<file path="src/logic/tdt_pkg.sv">
// Package with register map, field layout and clock source codes of the triple down timer
package tdt_pkg;

	// Sizes
	localparam int TDT_NT = 3;
	localparam int TDT_CNT_W = 12;
	localparam int TDT_HI_W = 4;
	localparam int TDT_LO_W = 8;
	localparam int TDT_PRE_W = 16;
	localparam int TDT_IDX_W = 13;

	// Register indices; byte address is four times the index
	localparam logic [TDT_IDX_W-1:0] IDX_T1_HI = 13'h1010;
	localparam logic [TDT_IDX_W-1:0] IDX_T1_LO = 13'h1011;
	localparam logic [TDT_IDX_W-1:0] IDX_T1_CTRL = 13'h1012;
	localparam logic [TDT_IDX_W-1:0] IDX_T2_HI = 13'h1013;
	localparam logic [TDT_IDX_W-1:0] IDX_T2_LO = 13'h1014;
	localparam logic [TDT_IDX_W-1:0] IDX_T2_CTRL = 13'h1015;
	localparam logic [TDT_IDX_W-1:0] IDX_T3_HI = 13'h1016;
	localparam logic [TDT_IDX_W-1:0] IDX_T3_LO = 13'h1017;
	localparam logic [TDT_IDX_W-1:0] IDX_T3_CTRL = 13'h1018;
	localparam logic [TDT_IDX_W-1:0] IDX_IRQ_STAT = 13'h1019;
	localparam logic [TDT_IDX_W-1:0] IDX_IRQ_MASK = 13'h101A;

	// Reset values
	localparam logic [7:0] CTRL_RST = 8'h00;
	localparam logic [TDT_NT-1:0] STAT_RST = 3'h0;
	localparam logic [TDT_NT-1:0] MASK_RST = 3'h0;

	// Status register layout: sticky expiry bits low, live running bits above
	localparam int STAT_RUN_LSB = 4;

	// Control register layout
	typedef struct packed {
		logic start;
		logic wake_en;
		logic wake_rst;
		logic rsvd;
		logic loop;
		logic [2:0] clk_sel;
	} tdt_ctrl_t;

	// Register kinds for decode
	typedef enum logic [2:0] {
		KIND_NONE,
		KIND_HI,
		KIND_LO,
		KIND_CTRL,
		KIND_STAT,
		KIND_MASK
	} tdt_kind_t;

	typedef struct packed {
		tdt_kind_t kind;
		logic [1:0] tmr;
	} tdt_dec_t;

	// Clock source codes, first and second timer
	localparam logic [2:0] SEL12_PIN = 3'h0;
	localparam logic [2:0] SEL12_D16 = 3'h1;
	localparam logic [2:0] SEL12_D14 = 3'h2;
	localparam logic [2:0] SEL12_D10 = 3'h3;
	localparam logic [2:0] SEL12_D6 = 3'h4;
	localparam logic [2:0] SEL12_D2 = 3'h5;
	localparam logic [2:0] SEL12_32K = 3'h6;

	// Clock source codes, third timer
	localparam logic [2:0] SEL3_D16 = 3'h0;
	localparam logic [2:0] SEL3_D14 = 3'h1;
	localparam logic [2:0] SEL3_D10 = 3'h2;
	localparam logic [2:0] SEL3_D6 = 3'h3;
	localparam logic [2:0] SEL3_D2 = 3'h4;
	localparam logic [2:0] SEL3_D1 = 3'h5;
	localparam logic [2:0] SEL3_UNDIV = 3'h6;

	// Prescaler exponents
	localparam int EXP_16 = 16;
	localparam int EXP_14 = 14;
	localparam int EXP_10 = 10;
	localparam int EXP_6 = 6;
	localparam int EXP_2 = 2;
	localparam int EXP_1 = 1;

	// Bus constants
	localparam logic HRESP_OKAY = 1'b0;
	localparam logic [31:0] RDATA_ZERO = 32'h0000_0000;

endpackage : tdt_pkg

</file>
<file path="src/logic/tdt_timer_core.sv">
// One 12-bit down counting channel with auto reload and once or loop expiry
`timescale 1ns/1ps
module tdt_timer_core
	import tdt_pkg::*;
#(
	parameter int CNT_W = TDT_CNT_W
) (
	// Clock and reset
	input wire logic clk,
	input wire logic rst_n,
	// Control
	input wire logic enable,
	input wire logic start_pulse,
	input wire logic loop,
	input wire logic tick,
	input wire logic [CNT_W-1:0] period,
	// State
	output logic [CNT_W-1:0] count,
	output logic running,
	output logic expire
);

	logic [CNT_W-1:0] count_reg;
	logic running_reg;
	logic expire_reg;
	logic last_tick;

	// Zero period expires on every tick rather than wrapping
	assign last_tick = (count_reg <= CNT_W'(1));

	always_ff @(posedge clk or negedge rst_n) begin
		if (!rst_n) begin
			count_reg <= '0;
			running_reg <= 1'b0;
			expire_reg <= 1'b0;
		end else begin
			expire_reg <= 1'b0;
			// start wins, enable still shows the old bit then
			if (start_pulse) begin
				running_reg <= 1'b1;
				count_reg <= period;
			end else if (!enable) begin
				running_reg <= 1'b0;
			end else if (running_reg && tick) begin
				if (!last_tick) begin
					count_reg <= count_reg - CNT_W'(1);
				end else begin
					count_reg <= period;
					expire_reg <= 1'b1;
					if (!loop) begin
						running_reg <= 1'b0;
					end
				end
			end
		end
	end

	assign count = count_reg;
	assign running = running_reg;
	assign expire = expire_reg;

endmodule : tdt_timer_core

</file>
<file path="src/logic/tdt_timer_top.sv">
// Triple 12-bit down timer with AHB-Lite register slave, prescaler and interrupt logic
`timescale 1ns/1ps
module tdt_timer_top
	import tdt_pkg::*;
#(
	parameter int NT = TDT_NT,
	parameter int CNT_W = TDT_CNT_W,
	parameter int PRE_W = TDT_PRE_W
) (
	// Clock and reset
	input wire logic hclk,
	input wire logic hresetn,
	// AHB-Lite slave
	input wire logic hsel,
	input wire logic [31:0] haddr,
	input wire logic [1:0] htrans,
	input wire logic hwrite,
	input wire logic [2:0] hsize,
	input wire logic [31:0] hwdata,
	input wire logic hready,
	output logic hreadyout,
	output logic hresp,
	output logic [31:0] hrdata,
	// Timer clock sources, synchronous levels
	input wire logic user_divided_clock,
	input wire logic crystal_32k_clk,
	input wire logic port1_bit0_pin,
	// Power state
	input wire logic sleep_mode,
	// Events
	output logic irq,
	output logic wakeup_req,
	output logic wakeup_reset_req,
	output logic [NT-1:0] timer_expire
);

	// Source edge detection
	logic udc_d_reg;
	logic k32_d_reg;
	logic pin_d_reg;
	logic udc_edge;
	logic k32_edge;
	logic pin_edge;
	logic [PRE_W-1:0] presc_reg;

	// Bus state
	logic hready_reg;
	logic [31:0] hrdata_reg;
	logic wr_pend_reg;
	logic rd_pend_reg;
	tdt_dec_t acc_dec_reg;
	tdt_dec_t addr_dec;
	logic addr_phase;
	logic wr_hit;

	// Registers
	tdt_ctrl_t ctrl_reg [NT];
	logic [TDT_HI_W-1:0] per_hi_reg [NT];
	logic [TDT_LO_W-1:0] per_lo_reg [NT];
	logic [NT-1:0] stat_reg;
	logic [NT-1:0] stat_next;
	logic [NT-1:0] mask_reg;
	logic [NT-1:0] stat_clr;

	// Timer wires
	logic [NT-1:0] tick;
	logic [NT-1:0] start_pulse;
	logic [NT-1:0] running;
	logic [NT-1:0] expire;
	logic [NT-1:0] wake_en;
	logic [NT-1:0] wake_rst;

	// Outputs
	logic irq_reg;
	logic wake_reg;
	logic wake_rst_reg;
	logic [NT-1:0] expire_reg;
	logic [31:0] rd_mux;

	// Address decode, shared by read and write paths
	function automatic tdt_dec_t decode(input logic [TDT_IDX_W-1:0] idx);
		tdt_dec_t d;
		d.kind = KIND_NONE;
		d.tmr = 2'h0;
		if (idx == IDX_T1_HI) begin
			d = '{KIND_HI, 2'h0};
		end else if (idx == IDX_T1_LO) begin
			d = '{KIND_LO, 2'h0};
		end else if (idx == IDX_T1_CTRL) begin
			d = '{KIND_CTRL, 2'h0};
		end else if (idx == IDX_T2_HI) begin
			d = '{KIND_HI, 2'h1};
		end else if (idx == IDX_T2_LO) begin
			d = '{KIND_LO, 2'h1};
		end else if (idx == IDX_T2_CTRL) begin
			d = '{KIND_CTRL, 2'h1};
		end else if (idx == IDX_T3_HI) begin
			d = '{KIND_HI, 2'h2};
		end else if (idx == IDX_T3_LO) begin
			d = '{KIND_LO, 2'h2};
		end else if (idx == IDX_T3_CTRL) begin
			d = '{KIND_CTRL, 2'h2};
		end else if (idx == IDX_IRQ_STAT) begin
			d = '{KIND_STAT, 2'h0};
		end else if (idx == IDX_IRQ_MASK) begin
			d = '{KIND_MASK, 2'h0};
		end
		return d;
	endfunction : decode

	// Prescaler tap: one tick when the low exp bits roll over
	// Sources come in as arguments: a continuous caller only wakes on its operands
	function automatic logic tap(
		input int exp_n,
		input logic src_edge,
		input logic [PRE_W-1:0] pre_cnt
	);
		logic [PRE_W-1:0] m;
		m = PRE_W'((32'h1 << exp_n) - 32'h1);
		return src_edge && ((pre_cnt & m) == m);
	endfunction : tap

	// Tick for a timer from its clock select code
	function automatic logic sel_tick(
		input int idx,
		input logic [2:0] sel,
		input logic src_udc,
		input logic src_k32,
		input logic src_pin,
		input logic [PRE_W-1:0] pre_cnt
	);
		logic t;
		t = 1'b0;
		if (idx < 2) begin
			case (sel)
				SEL12_PIN: t = src_pin;
				SEL12_D16: t = tap(EXP_16, src_udc, pre_cnt);
				SEL12_D14: t = tap(EXP_14, src_udc, pre_cnt);
				SEL12_D10: t = tap(EXP_10, src_udc, pre_cnt);
				SEL12_D6: t = tap(EXP_6, src_udc, pre_cnt);
				SEL12_D2: t = tap(EXP_2, src_udc, pre_cnt);
				SEL12_32K: t = src_k32;
				default: t = 1'b0;
			endcase
		end else begin
			case (sel)
				SEL3_D16: t = tap(EXP_16, src_udc, pre_cnt);
				SEL3_D14: t = tap(EXP_14, src_udc, pre_cnt);
				SEL3_D10: t = tap(EXP_10, src_udc, pre_cnt);
				SEL3_D6: t = tap(EXP_6, src_udc, pre_cnt);
				SEL3_D2: t = tap(EXP_2, src_udc, pre_cnt);
				SEL3_D1: t = tap(EXP_1, src_udc, pre_cnt);
				SEL3_UNDIV: t = src_udc;
				default: t = src_k32;
			endcase
		end
		return t;
	endfunction : sel_tick

	// Sources are slow levels already in this domain; rising edges count
	assign udc_edge = user_divided_clock && !udc_d_reg;
	assign k32_edge = crystal_32k_clk && !k32_d_reg;
	assign pin_edge = port1_bit0_pin && !pin_d_reg;

	always_ff @(posedge hclk or negedge hresetn) begin
		if (!hresetn) begin
			udc_d_reg <= 1'b0;
			k32_d_reg <= 1'b0;
			pin_d_reg <= 1'b0;
			presc_reg <= '0;
		end else begin
			udc_d_reg <= user_divided_clock;
			k32_d_reg <= crystal_32k_clk;
			pin_d_reg <= port1_bit0_pin;
			if (udc_edge) begin
				presc_reg <= presc_reg + PRE_W'(1);
			end
		end
	end

	// Bus address phase
	assign addr_phase = hsel && htrans[1] && hready;
	assign addr_dec = decode(haddr[TDT_IDX_W+1:2]);
	assign wr_hit = wr_pend_reg;

	// Reads take one wait state so a write just before is already stored
	always_ff @(posedge hclk or negedge hresetn) begin
		if (!hresetn) begin
			hready_reg <= 1'b1;
			wr_pend_reg <= 1'b0;
			rd_pend_reg <= 1'b0;
			acc_dec_reg <= '{KIND_NONE, 2'h0};
			hrdata_reg <= RDATA_ZERO;
		end else begin
			wr_pend_reg <= addr_phase && hwrite;
			rd_pend_reg <= addr_phase && !hwrite;
			if (addr_phase) begin
				acc_dec_reg <= addr_dec;
			end
			hready_reg <= !(addr_phase && !hwrite);
			if (rd_pend_reg) begin
				hrdata_reg <= rd_mux;
			end
		end
	end

	// Read selection; unmapped reads return zero
	always_comb begin
		rd_mux = RDATA_ZERO;
		case (acc_dec_reg.kind)
			KIND_HI: rd_mux = 32'(per_hi_reg[acc_dec_reg.tmr]);
			KIND_LO: rd_mux = 32'(per_lo_reg[acc_dec_reg.tmr]);
			KIND_CTRL: rd_mux = 32'({ctrl_reg[acc_dec_reg.tmr].start,
				wake_en[acc_dec_reg.tmr], wake_rst[acc_dec_reg.tmr], 1'b0,
				ctrl_reg[acc_dec_reg.tmr].loop, ctrl_reg[acc_dec_reg.tmr].clk_sel});
			KIND_STAT: rd_mux = (32'(running) << STAT_RUN_LSB) | 32'(stat_reg);
			KIND_MASK: rd_mux = 32'(mask_reg);
			default: rd_mux = RDATA_ZERO;
		endcase
	end

	genvar gi;
	generate
		for (gi = 0; gi < NT; gi++) begin : g_tmr
			logic sel_ctrl;
			logic sel_hi;
			logic sel_lo;
			assign sel_ctrl = wr_hit && acc_dec_reg.kind == KIND_CTRL && acc_dec_reg.tmr == 2'(gi);
			assign sel_hi = wr_hit && acc_dec_reg.kind == KIND_HI && acc_dec_reg.tmr == 2'(gi);
			assign sel_lo = wr_hit && acc_dec_reg.kind == KIND_LO && acc_dec_reg.tmr == 2'(gi);
			assign tick[gi] = sel_tick(gi, ctrl_reg[gi].clk_sel, udc_edge, k32_edge, pin_edge, presc_reg);
			assign start_pulse[gi] = sel_ctrl && hwdata[7];
			assign wake_en[gi] = (gi < 2) ? ctrl_reg[gi].wake_en : 1'b0;
			assign wake_rst[gi] = (gi < 2) ? ctrl_reg[gi].wake_rst : 1'b0;

			always_ff @(posedge hclk or negedge hresetn) begin
				if (!hresetn) begin
					ctrl_reg[gi] <= CTRL_RST;
				end else if (sel_ctrl) begin
					ctrl_reg[gi] <= tdt_ctrl_t'(hwdata[7:0]);
				end
			end

			always_ff @(posedge hclk) begin
				if (sel_hi) begin
					per_hi_reg[gi] <= hwdata[TDT_HI_W-1:0];
				end
				if (sel_lo) begin
					per_lo_reg[gi] <= hwdata[TDT_LO_W-1:0];
				end
			end

			tdt_timer_core #(
				.CNT_W(CNT_W)
			) u_core (
				.clk(hclk),
				.rst_n(hresetn),
				.enable(ctrl_reg[gi].start),
				.start_pulse(start_pulse[gi]),
				.loop(ctrl_reg[gi].loop),
				.tick(tick[gi]),
				.period(CNT_W'({per_hi_reg[gi], per_lo_reg[gi]})),
				.count(),
				.running(running[gi]),
				.expire(expire[gi])
			);
		end
	endgenerate

	// Write one to clear; a new expiry in the same cycle wins
	assign stat_clr = (wr_hit && acc_dec_reg.kind == KIND_STAT) ? hwdata[NT-1:0] : '0;
	assign stat_next = (stat_reg & ~stat_clr) | expire;

	always_ff @(posedge hclk or negedge hresetn) begin
		if (!hresetn) begin
			stat_reg <= STAT_RST;
			mask_reg <= MASK_RST;
		end else begin
			stat_reg <= stat_next;
			if (wr_hit && acc_dec_reg.kind == KIND_MASK) begin
				mask_reg <= hwdata[NT-1:0];
			end
		end
	end

	// Event outputs, one cycle behind their causes
	always_ff @(posedge hclk or negedge hresetn) begin
		if (!hresetn) begin
			irq_reg <= 1'b0;
			wake_reg <= 1'b0;
			wake_rst_reg <= 1'b0;
			expire_reg <= '0;
		end else begin
			irq_reg <= |(stat_reg & mask_reg);
			expire_reg <= expire;
			wake_reg <= sleep_mode && |(expire & wake_en);
			wake_rst_reg <= sleep_mode && |(expire & wake_en & wake_rst);
		end
	end

	assign hreadyout = hready_reg;
	assign hresp = HRESP_OKAY;
	assign hrdata = hrdata_reg;
	assign irq = irq_reg;
	assign wakeup_req = wake_reg;
	assign wakeup_reset_req = wake_rst_reg;
	assign timer_expire = expire_reg;

endmodule : tdt_timer_top

</file>
<file path="config.mk">
export PLATFORM = sky130hd
export DESIGN_NAME = tdt_timer_top
export DESIGN_NICKNAME = d
export VERILOG_FILES = /design/src/logic/tdt_pkg.sv /design/src/logic/tdt_timer_core.sv /design/src/logic/tdt_timer_top.sv
export SDC_FILE = /design/constraint.sdc
export NUM_CORES = 1
export LEC_CHECK = 0
export BUFFER_PORTS_ARGS = -buffer_cell sky130_fd_sc_hd__buf_2
export CAP_MARGIN = 0
export CORE_ASPECT_RATIO = 0.7
export CORE_MARGIN = 5
export CORE_UTILIZATION = 47
export DETAILED_ROUTE_END_ITERATION = 8
export PLACE_DENSITY = 0.68
export SLEW_MARGIN = 25
export SYNTH_ARGS = -nofsm -noshare
export SYNTH_HDL_FRONTEND = slang
export SYNTH_SLANG_ARGS = --single-unit
</file>
<file path="constraint.sdc">
create_clock -name hclk -period 2.85 [get_ports hclk]
set_clock_uncertainty 0.05 [all_clocks]
set_input_delay 0.4275 -clock hclk [delete_from_list [all_inputs] [get_ports hclk]]
set_output_delay 0.4275 -clock hclk [all_outputs]
set_load 0.005 [all_outputs]
</file>
# Word level (Yosys, flattened, before mapping)
# Memory sizes are Yosys's and may differ from the RTL's.
# Index checks and enable logic that the tools add are counted.
[word_totals] regBits=137 latchBits=0 mem_count=2 ram_bits=36 mem_bits_ro=0 output_inout_bits=40
[classes] n_lt_le_gt_ge=5 n_eq_ne=50 addsub=4 mux=86 shifts=0 n_bitwise=8 div=0 n_reduce_logical=63 n_mul=0
[memory_table] name="per_lo_reg" words=3 width=8 rd=4 rd_ports_with_merged_regs=0 write_ports=1 line_no="tdt_timer_top.sv:59" source="logic [TDT_LO_W-1:0] per_lo_reg [NT];"
[memory_table] name="per_hi_reg" words=3 width=4 rd=4 rd_ports_with_merged_regs=0 write_ports=1 line_no="tdt_timer_top.sv:58" source="logic [TDT_HI_W-1:0] per_hi_reg [NT];"
[ops] operator="$mux W12" n=12
[ops] operator="$eq A13 B13 Y1 const B" n=11
[ops] operator="$mux W5" n=11
[ops] operator="$mux W1" n=45
[ops] operator="$pmux W8 S5" n=1
[ops] operator="$le A12 B1 Y1 const B" n=3
[ops] operator="$sub A12 B1 Y12 const B" n=3
[ops] operator="$logic_and A1 B1 Y1" n=35
[ops] operator="$eq A3 B3 Y1 const B" n=11
[ops] operator="$mux W8" n=4
[ops] operator="$eq A3 B2 Y1 const B" n=8
[ops] operator="$pmux W1 S7" n=3
[ops] operator="$ne A3 B1 Y1 const B" n=6
[ops] operator="$add A16 B1 Y16 const B" n=1
[ops] operator="$bmux W8 S2" n=1
[ops] operator="$eq A16 B16 Y1 const B" n=1
[ops] operator="$reduce_or A8 Y1" n=2
[ops] operator="$eq A14 B14 Y1 const B" n=1
[ops] operator="$eq A3 B1 Y1 const B" n=4
[ops] operator="$reduce_bool A2 Y1" n=6
[ops] operator="$eq A10 B10 Y1 const B" n=1
[ops] operator="$logic_not A3 Y1" n=3
[ops] operator="$ne A3 B2 Y1 const B" n=3
[ops] operator="$reduce_and A3 Y1" n=3
[ops] operator="other kinds (20)" n=37

# Longest topological paths before layout
# Gate-level depths: netlist of run 1.
[depth] word_depth=12 depth_mapped=11

# Cells and area by module
# From an unflattened synthesis of run 1, not the netlist that was laid out.
[hier_totals] hier_cells=733 hier_area_um2=7790.0
[by_module_without_submodules] mod="tdt_timer_top" instances=1 cells_each=409 area_per_inst_um2=4865.9
[by_module_without_submodules] mod="tdt_timer_core at g_tmr[1].u_core ..." instances=2 cells_each=108 area_per_inst_um2=969.7
[by_module_without_submodules] mod="tdt_timer_core at g_tmr[0].u_core" instances=1 cells_each=108 area_per_inst_um2=984.7

# Worst setup path after synthesis of run 1
# No wires, ideal clock.
[synth_timing] path_kind="reg2reg" start="register acc_dec_reg[3] in the netlist's numbering" end="memory per_lo_reg[0][0], enable pin" required_ns=2.417 setup_ns=0.383 arrival_ns=1.853 setup_slack_ns=0.563 synth_period_minus_slack_ns=2.287 path_buffers=2 stages_incl_launch_ff=6 path_cell_list="dfrtp_1 -> clkbuf_1 -> nor2b_1 -> clkbuf_1 -> nand3b_1 -> nor3_1"
[synth_via] word_cells_on_any_way=17 classes_between="eq/ne: 1; mux: 10; reduce/logical: 6"
[synth_rtl] element="start: declaration" line_no="tdt_timer_top.sv:51" source="tdt_dec_t acc_dec_reg;"
[synth_rtl] element="start signal: assignment" line_no="tdt_timer_top.sv:192" source="acc_dec_reg <= '{KIND_NONE, 2'h0};"
[synth_rtl] element="start signal: assignment" line_no="tdt_timer_top.sv:198" source="acc_dec_reg <= addr_dec;"
[synth_rtl] element="$eq A3 B2 Y1" line_no="tdt_timer_top.sv:230" source="assign sel_lo = wr_hit && acc_dec_reg.kind == KIND_LO && acc_dec_reg.tmr == 2'(gi);"
[synth_rtl] element="$logic_and A1 B1 Y1 (2 in a row)" line_no="tdt_timer_top.sv:230"
[synth_rtl] element="via g_tmr[0].sel_lo" line_no="tdt_timer_top.sv:227" source="logic sel_lo;"
[synth_rtl] element="$mux W1" line_no="tdt_timer_top.sv:248" source="if (sel_lo) begin"
[synth_rtl] element="$mux W1 (implied by the code)" line_no="tdt_timer_top.sv:249" source="per_lo_reg[gi] <= hwdata[TDT_LO_W-1:0];"
[synth_rtl] element="$mux W1 (no source line) (2 in a row)"
[synth_rtl] element="end: declaration" line_no="tdt_timer_top.sv:59"
# The timed path passes the listed nets, and every way through them passes these cells.

# Worst setup path after layout of run 1
[layout_timing] start="register presc_reg[0]" end="register g_tmr[1].u_core.count_reg[0]"
[layout_via] elab_chain_len=6 word_cells_on_any_way=14 classes_between="eq/ne: 5; mux: 1; reduce/logical: 8"
[layout_rtl] element="start: declaration" line_no="tdt_timer_top.sv:44" source="logic [PRE_W-1:0] presc_reg;"
[layout_rtl] element="start signal: assignment" line_no="tdt_timer_top.sv:176" source="presc_reg <= presc_reg + PRE_W'(1);"
[layout_rtl] element="$eq A16 B16 Y1, or another cell as far along" line_no="tdt_timer_top.sv:120" source="return src_edge && ((pre_cnt & m) == m);"
[layout_rtl] element="$logic_and A1 B1 Y1" line_no="tdt_timer_top.sv:120"
[layout_rtl] element="$pmux W1 S7 *" line_no="tdt_timer_top.sv:135" source="case (sel)"
[layout_rtl] element="$logic_and A1 B1 Y1 *" line_no="tdt_timer_core.sv:44" source="end else if (running_reg && tick) begin"
[layout_rtl] element="$reduce_bool A2 Y1 (no source line) *"
[layout_rtl] element="$reduce_and A2 Y1 (no source line) *"
[layout_rtl] element="end signal: assignment" line_no="tdt_timer_core.sv:41" source="count_reg <= period;"
[layout_rtl] element="end signal: assignment" line_no="tdt_timer_core.sv:46" source="count_reg <= count_reg - CNT_W'(1);"
[layout_rtl] element="end signal: assignment" line_no="tdt_timer_core.sv:48" source="count_reg <= period;"
[layout_rtl] element="end: declaration" line_no="tdt_timer_core.sv:23" source="logic [CNT_W-1:0] count_reg;"
# Every way passes the cells marked *; elsewhere a longest branch is shown, timed or not.
# A chain may end at the register's enable or synchronous reset.

==> results of run 1 <==
==> cell families after synthesis <==
family                   after synthesis
AND/OR/NAND/NOR                      242
flip-flops                           144
AO/OA/AOI/OAI                        196
adder cells (fa/ha/maj)                7
buffers and inverters                 86
XOR/XNOR                              19
multiplexers                          45
other                                  1
==> cells in the final DEF, fill, tap and decap left out, types with 4 or more instances in the layout <==
cell type and n:
nor3_1 22, clkbuf_16 19, a21o_1 5, nor2_1 56, buf_4 15, a2bb2oi_1 4
ha_1 7, a41o_1 4, xor2_1 10, buf_2 44, a21oi_1 63, inv_1 26
dfrtp_1 107, mux2_2 23, o21ai_0 53, edfxtp_1 36, nand2b_1 18, nand2_1 62
xnor2_1 9, nand4_1 4, and3_1 4, nand4b_1 4, o211ai_1 4, a22oi_1 7
mux2i_1 22, a31o_2 8, o22ai_1 7, conb_1 25, and2_1 4, o21bai_1 4
nor2b_1 6, nor4_1 13, nand3_1 26
==> stage by stage <==
| stage | total power [mW] | std cells | setup slack [ps] | util, % | cell area [µm²] |
|---|---|---|---|---|---|
| 3_5_place_dp | 2.89 | 964 | 210 | 50.2 | 7800 |
| 6_report | 5.10 | 996 | 174 | 54.0 | 8400 |
| 4_1_cts | 5.12 | 996 | 185 | 54.0 | 8400 |
| 3_3_place_gp | 2.86 | 964 | 325 | 50.2 | 7800 |
| 5_1_grt | 5.31 | 996 | 5.56 | 54.0 | 8400 |
| 2_1_floorplan | 2.73 | 764 | 563 | - | 7540 |
==> power breakdown <==
group	switching, mW	internal (mW)
Combinational	0.274	0.204
Sequential	0.161	2.23
Clock	0.915	1.32
Total	1.35	3.75
==> worst reg2reg max path: cells and delay by family (launching register included) <==
family | cells | cell delay [ps]
and+or+nand+nor | 2 | 680
adders and majority gates | 1 | 230
buffers and inverters | 1 | 260
DFF | 1 | 410
AOI/OAI and AO/OA | 4 | 940
==> how the worst max path moves through the flow <==
stage                               from                   endpoint  slack, ps  cells past startpoint
after CTS                   presc_reg[0]   g_tmr[1].u_core.count[0]        180                      8
after global routing      acc_dec_reg[0]  g_tmr[2].u_core.count[11]          6                      6
after floorplan           acc_dec_reg[3]           per_lo_reg[0][0]        560                      5
after global placement      presc_reg[0]   g_tmr[1].u_core.count[0]        330                      8
final                       presc_reg[0]   g_tmr[1].u_core.count[0]        170                      8
after detailed placement    presc_reg[0]   g_tmr[1].u_core.count[0]        210                      8
==> area by class of cell <==
cell class,count,area [µm²]
Fill cell,1343,7150
Sequential cell,144,3780
Multi-Input combinational cell,534,3310
Clock buffer,19,475
Timing Repair Buffer,60,353
Tap cell,200,250
Clock inverter,13,121
Inverter,26,97.6
==> per-layer routing <==
metal | routed length (µm) | vias to the layer above
met3 | 1480 | 21
met1 | 8920 | 2854
li1 | - | 2741
met5 | 0 | -
met2 | 8210 | 269
met4 | 165 | 0
==> flow_summary.yaml, run 1 <==
setup_path:
  reg2reg_slack_ps: 170
  worstSetupStartpointType: "flip-flop"
  critPathArrivalTime_ps: 2930
  critical_path.slowest_cell: "nor4_4"
  required_ps: 3100
  crit_type: "reg2reg"
  r2r-start: "presc_reg[0]"
  critPathMaxStageDelay_ps: 460
  crit_path_cell_trace: "ha_1 > nand3b_2 > nor4_4 > o32ai_1 > o31ai_2 > buf_4 > a21boi_0 > o22ai_1"
  rr_endpoint: "g_tmr[1].u_core.count[0]"
  crit_buf_inv: 1
  cp_top_family: "compound AO/OA/AOI/OAI gates"
  path_max_fanout: 14
  endpoint_kind: "flip-flop"
  reg2reg_depth: 8
global_routing:
  grt_pass1_vias: 5623
  grt_max_degree: 57
  use_met2_pct: 30.3
  grt-ovfl-total: 0
  grt_busiest_layer: "met1"
  antenna_found_initial: 0
  grt_pass1_wl_um: 30100
  met3_usage_pct: 4.37
  grt_usage_pct: 20.7
  grtUsageMet1_pct: 31.7
clock_network:
  cts_buffer_depth: 2
  cts-root-buf: "clkbuf_16"
  clock-sinks: 144
  post_cts_resized: 0
  ctsHoldBuffers: 0
  cts_inserted_buffers: 17
  htree_levels: 4
  cts_setup_buffers: 0
  cts_tree: "yes"
  clk-insertion-delay-late_ps: 420
  clk_pin_slew_ps: 60
logic_synthesis:
  synth_area_leader_cell: "dfrtp_1"
  ys_seq_elements: 144
  ys_top_cells_by_area: "dfrtp_1 (36%), edfxtp_1 (15%), a21oi_1 (4.2%), o21ai_0 (3.6%), mux2_2 (3.5%)"
  yosys.area_share.simple_pct: 16.7
  syn_area_per_cell_um2: 10.1
  synthFlopType: "dfrtp_1"
  yosysMostFrequentCell: "dfrtp_1"
  synthArstFlopShare_pct: 75.0
  yosysSeqAreaShare_pct: 50.8
  yosysTopAreaCellShare_pct: 35.9
  ys_types: 72
  syn_inst: 740
  synth_top_family_by_area: "compound AO/OA/AOI/OAI gates"
  muxShareOfSynthArea_pct: 6.43
  yosys_warnings: 0
  synth.cell_area_um2: 7450
  synth-compound-area-share_pct: 16.7
  synth_xor_area_share_pct: 2.23
  ys_top_cells_by_count: "dfrtp_1 (107), a21oi_1 (63), nand2_1 (62)"
  synth_fa_ha_area_share_pct: 1.18
  synth-edff-count: 36
floorplan:
  rows: 38
  ioPinCount: 118
  die_h_um: 115
  dieArea_um2: 18500
  die_x_um: 161
  start_util_pct: 47.9
  core_area_um2: 15500
power:
  ir_drop_mv: 0.414
  powerDensity_nw_per_um2: 607
  p_leak_nw: 3.70
placed_design:
  io_buffer_count: 45
  dp_hpwl_um: 13400
  routabilityCongestion: 0.935
sta:
  rsz0062_at_grt: "false"
  tns_ps: 0
  slew_headroom_pct: 40.4
  setup_viol: 0
  period_share_pct: 93.9
  fmax_ghz: 0.374
  hold_viol: 0
  whs_ps: 3.27
  worst_pin_slew_ps: 893
  period_needed_ps: 2680
  drv_slew: 0
routing:
  drt_first_pass_iters: 6
  ant_nets: 0
  viasPerCell: 5.91
  drc: 0
  totalWireLength_um: 18800
  wire_per_inst_um: 18.9
  drt_iter0_drc: 670
  num_vias: 5885
run_status:
  outcome: "finished clean"
finish:
  fin_nets: 868
  drive_gt1_share_pct: 16.6
  area_growth_pct: 12.7
  largest_reg_flops: 36
  diodes: 0
min_path:
  hp-class: "in2async"
flow_run:
  max_cap_viol_count: 0
(Power assumes the default switching activity.)
==> inputs of run 2 (changes only) <==
==> constraint.sdc (replaced) <==
create_clock -name hclk -period 2.63 [get_ports hclk]
set_clock_uncertainty 0.05 [all_clocks]
set_input_delay 0.3945 -clock hclk [delete_from_list [all_inputs] [get_ports hclk]]
set_output_delay 0.3945 -clock hclk [all_outputs]
set_load 0.005 [all_outputs]
==> run 2 against run 1 <==
  * Sequential power increased by 8%
  * Non-clock buffer count up 8
  * Combinational power up 11%
  * Critical endpoint is now g_tmr[0].u_core.count[6]
==> flow_summary.yaml, run 2 (synthesis gave the netlist of run 1 again) <==
power:
  pwr-share-seq_pct: 45.8
  p_comb_share_pct: 9.4
  p_leak_nw: 3.76
  powerDensity_nw_per_um2: 664
  clkPwrFrac_pct: 44.8
  power.switching_fraction_pct: 25.6
  ir_drop_mv: 0.490
  power.switching_mw: 1.45
  p_total_mw: 5.65
  p_int_mw: 4.21
clock_network:
  cts_inserted_buffers: 17
  cts_buffer_depth: 2
  clk-insertion-delay-late_ps: 430
  cts-root-buf: "clkbuf_16"
  clock-sinks: 144
  cts_setup_buffers: 0
  clk_pin_slew_ps: 60
  htree_levels: 4
  cts_tree: "yes"
routing:
  totalWireLength_um: 18900
  drt_iter0_drc: 622
  num_vias: 5864
  ant_nets: 0
  viasPerCell: 5.84
  wire_per_inst_um: 18.8
  drt_first_pass_iters: 5
  drc: 0
finish:
  fin_nets: 876
  final_common_cell: "dfrtp_1"
  multi_input_area_um2: 3330
  diodes: 0
  final_util_pct: 54.8
  final_cell_mix: "dfrtp_1 (107), a21oi_1 (63), nand2_1 (62)"
  drive_gt1_share_pct: 17.7
  stdcell_area_um2: 8520
  area_growth_pct: 14.3
  largest_reg_flops: 36
  fillers: 1295
  instances_no_fill: 1004
  register_area_um2: 3780
global_routing:
  grt_pass1_vias: 5730
  grt_usage_pct: 21.1
  grt_pass1_wl_um: 30600
  grt-ovfl-total: 0
  antenna_found_initial: 0
  grt_max_degree: 57
floorplan:
  dieArea_um2: 18500
  die_h_um: 115
  core_area_um2: 15500
  start_util_pct: 47.9
  die_x_um: 161
  ioPinCount: 118
  rows: 38
sta:
  whs_ps: 38.1
  worst_pin_slew_ps: 714
  period_share_pct: 93.6
  rsz0062_at_grt: "false"
  hold_viol: 0
  setup_viol: 0
  tns_ps: 0
  setup_ws_ps: 169
  slew_headroom_pct: 52.2
  fmax_ghz: 0.406
  period_needed_ps: 2460
  drv_slew: 0
setup_path:
  worstSetupStartpointType: "flip-flop"
  cp_top_family: "compound AO/OA/AOI/OAI gates"
  critical_path.slowest_cell: "dfrtp_1"
  critPathMaxStageDelay_ps: 430
  crit_buf_inv: 1
  required_ps: 2870
  crit_path_cell_trace: "ha_2 > nand3b_4 > nor4_4 > buf_4 > a211oi_2 > a21o_2 > o311ai_0 > o21ai_0"
  path_max_fanout: 10
  endpoint_kind: "flip-flop"
  critPathArrivalTime_ps: 2710
  crit_type: "reg2reg"
run_status:
  outcome: "finished clean"
placed_design:
  dp_hpwl_um: 13700
  pre_cts_ws_ps: 52.2
  placed_area_um2: 7870
  routabilityCongestion: 0.852
  post-place-cells: 971
  io_buffer_count: 45
flow_run:
  max_cap_viol_count: 0
min_path:
  hp-class: "in2reg"
run 2: worst paths after layout:
kind | startpoint | to | slack [ps] | cells past startpoint
max | presc_reg[0] | g_tmr[0].u_core.count[6] | 170 | 8
min | port1_bit0_pin | pin_d_reg | 40 | 1
max reg2reg | presc_reg[0] | g_tmr[0].u_core.count[6] | 170 | 8
min reg2reg | g_tmr[2].u_core.expire | timer_expire[2] | 400 | 0
max in group asynchronous | hresetn | g_tmr[1].u_core.count[8] | 1500 | 3
min in group asynchronous | hresetn | presc_reg[13] | 370 | 2
run 2: what timing repair did:
item	4_1_cts	5_1_grt
hold buffers	1	0
endpoints found under the hold margin	27	0
endpoints found under the setup margin	2	13
resized for setup	2	3
run 2: layer usage:
metal | vias to the layer above | wire [µm] | track usage, % | part of all wire (%)
li1 | 2757 | - | - | -
met1 | 2829 | 8670 | 30.2 | 46
met2 | 252 | 8340 | 32.1 | 44
met3 | 26 | 1580 | 5.48 | 8.4
met4 | 0 | 299 | 6.19 | 1.6
met5 | - | 0 | 0 | 0
run 2: final cells by class:
| cell class | count | share of cell area (%) |
|---|---|---|
| clock inverter | 10 | 1.41 |
| multi-input combinational | 534 | 39.1 |
| sequential | 144 | 44.4 |
| clock buffer | 22 | 5.95 |
| inverter | 26 | 1.15 |
| timing repair buffer | 68 | 5.02 |
| tap | 200 | 2.94 |
run 2: power by group through the flow:
| stage | clock network (mW) | logic (mW) | registers (mW) |
|---|---|---|---|
| after global placement | 0 | 0.481 | 2.61 |
| after CTS | 2.56 | 0.529 | 2.59 |
| final | 2.53 | 0.530 | 2.59 |
| after floorplan | 0 | 0.373 | 2.58 |
| after detailed placement | 0 | 0.513 | 2.62 |
| after global routing | 2.65 | 0.611 | 2.61 |
==> inputs of run 3 (changes only) <==
--- a/config.mk
+++ b/config.mk
@@ -7,7 +7,7 @@
 export LEC_CHECK = 0
 export BUFFER_PORTS_ARGS = -buffer_cell sky130_fd_sc_hd__buf_2
 export CAP_MARGIN = 0
-export CORE_ASPECT_RATIO = 0.7
+export CORE_ASPECT_RATIO = 0.8
 export CORE_MARGIN = 5
 export CORE_UTILIZATION = 47
 export DETAILED_ROUTE_END_ITERATION = 8
==> run 3 against run 2 <==
  * Register-to-register slack worse by 40 ps
  * Non-clock buffer count stayed put
  * Sequential power hardly changed
  * Via count is 1.2% higher
  * Highest routed layer unchanged
  * Critical path type unchanged
  * Routed wire length is 0.39% lower
  * Worst setup slack worse by 35 ps
  * Maximum frequency is 1.4% lower
==> flow_summary.yaml, run 3 (synthesis gave the netlist of run 1 again) <==
setup_path:
  rr_endpoint: "g_tmr[1].u_core.count[0]"
  reg2reg_slack_ps: 130
  critical_path.slowest_cell: "dfrtp_1"
  critical_path_depth: 8
  critPathMaxStageDelay_ps: 420
  reg2reg_depth: 8
  required_ps: 2880
  cp_top_family: "compound AO/OA/AOI/OAI gates"
  critPathArrivalTime_ps: 2740
  crit_buf_inv: 1
  worstSetupStartpointType: "flip-flop"
  crit_path_cell_trace: "ha_1 > nand3b_4 > nor4_4 > o32ai_1 > o31ai_2 > buf_12 > a21boi_0 > o22ai_1"
  r2r-start: "presc_reg[0]"
  path_max_fanout: 21
  endpoint_kind: "flip-flop"
  crit_type: "reg2reg"
placed_design:
  io_buffer_count: 45
  routabilityCongestion: 0.891
  placed_area_um2: 7900
  dp_hpwl_um: 13900
  pre_cts_ws_ps: 53.2
  post-place-cells: 986
min_path:
  holdPathStages: 1
  hp-class: "in2reg"
  hold_path_startpoint: "port1_bit0_pin"
  hold_end: "pin_d_reg"
sta:
  setup_ws_ps: 134
  worst_pin_slew_ps: 693
  hold_viol: 0
  tns_ps: 0
  fmax_ghz: 0.401
  rsz0062_at_grt: "false"
  setup_viol: 0
  period_needed_ps: 2500
  period_share_pct: 94.9
  whs_ps: 48.9
  drv_slew: 0
  slew_headroom_pct: 53.6
global_routing:
  grt_pass1_wl_um: 30400
  grt-ovfl-total: 0
  grt_max_degree: 48
  grt_pass1_vias: 5827
  antenna_found_initial: 0
  grt_usage_pct: 21.1
finish:
  drive_gt1_share_pct: 17.5
  final_common_cell: "dfrtp_1"
  final_cell_mix: "dfrtp_1 (107), a21oi_1 (63), nand2_1 (62)"
  diodes: 0
  stdcell_area_um2: 8530
  largest_reg_flops: 36
  final_util_pct: 54.5
  area_growth_pct: 14.4
  instances_no_fill: 1019
  fin_nets: 876
power:
  p_leak_nw: 3.76
  ir_drop_mv: 0.392
  powerDensity_nw_per_um2: 650
  p_total_mw: 5.55
run_status:
  outcome: "finished clean"
clock_network:
  clk_pin_slew_ps: 60
  cts-root-buf: "clkbuf_16"
  cts_inserted_buffers: 17
  htree_levels: 4
  clock-sinks: 144
  cts_buffer_depth: 2
  clk-insertion-delay-late_ps: 430
  cts_tree: "yes"
floorplan:
  dieArea_um2: 18500
  core_area_um2: 15600
  start_util_pct: 47.6
  ioPinCount: 118
  die_h_um: 123
  rows: 41
  die_x_um: 151
routing:
  wire_per_inst_um: 18.5
  drt_iter0_drc: 478
  totalWireLength_um: 18800
  num_vias: 5935
  viasPerCell: 5.82
  drt_first_pass_iters: 5
  drc: 0
  ant_nets: 0
flow_run:
  max_cap_viol_count: 0
## run 3: area by class of cell
cell class	count	area, µm²
clock inverter	14	166
multi-input combinational	534	3330
clock buffer	18	439
timing repair buffer	68	440
tap	215	269
sequential	144	3780
fill	1356	7120
inverter	26	97.6
## run 3: worst max-delay path by stage
stage | endpoint | startpoint | slack, ps
global placement | g_tmr[1].u_core.count[0] | presc_reg[0] | 150
floorplan | per_lo_reg[0][0] | acc_dec_reg[3] | 340
CTS | g_tmr[2].u_core.count[4] | g_tmr[2].u_core.count[0] | 20
finish | g_tmr[1].u_core.count[0] | presc_reg[0] | 130
detailed placement | g_tmr[2].u_core.count[4] | g_tmr[2].u_core.count[0] | 50
global route | g_tmr[0].u_core.count[6] | presc_reg[0] | 2
## run 3: timing repair
| item | in CTS | in global routing |
|---|---|---|
| setup buffers | 0 | 0 |
| endpoints found under the hold margin | 34 | 0 |
| hold buffers | 1 | 0 |
| gates resized for setup | 0 | 3 |
| setup endpoints to repair | 0 | 13 |
## run 3: routing by layer
metal | GRT usage (%) | vias to the layer above | routed length [µm]
met5 | 0 | - | 0
met4 | 5.44 | 0 | 206
met3 | 4.69 | 17 | 1440
met2 | 32.9 | 253 | 8660
met1 | 30.1 | 2894 | 8510
li1 | - | 2771 | -
## run 3: power breakdown
part           internal (mW)  leakage [nW]  total (mW)  switching, mW
logic                  0.229          1.80       0.529          0.301
clock network           1.38         0.299        2.43           1.05
registers               2.41          1.66        2.59          0.176
total                   4.02          3.76        5.55           1.52
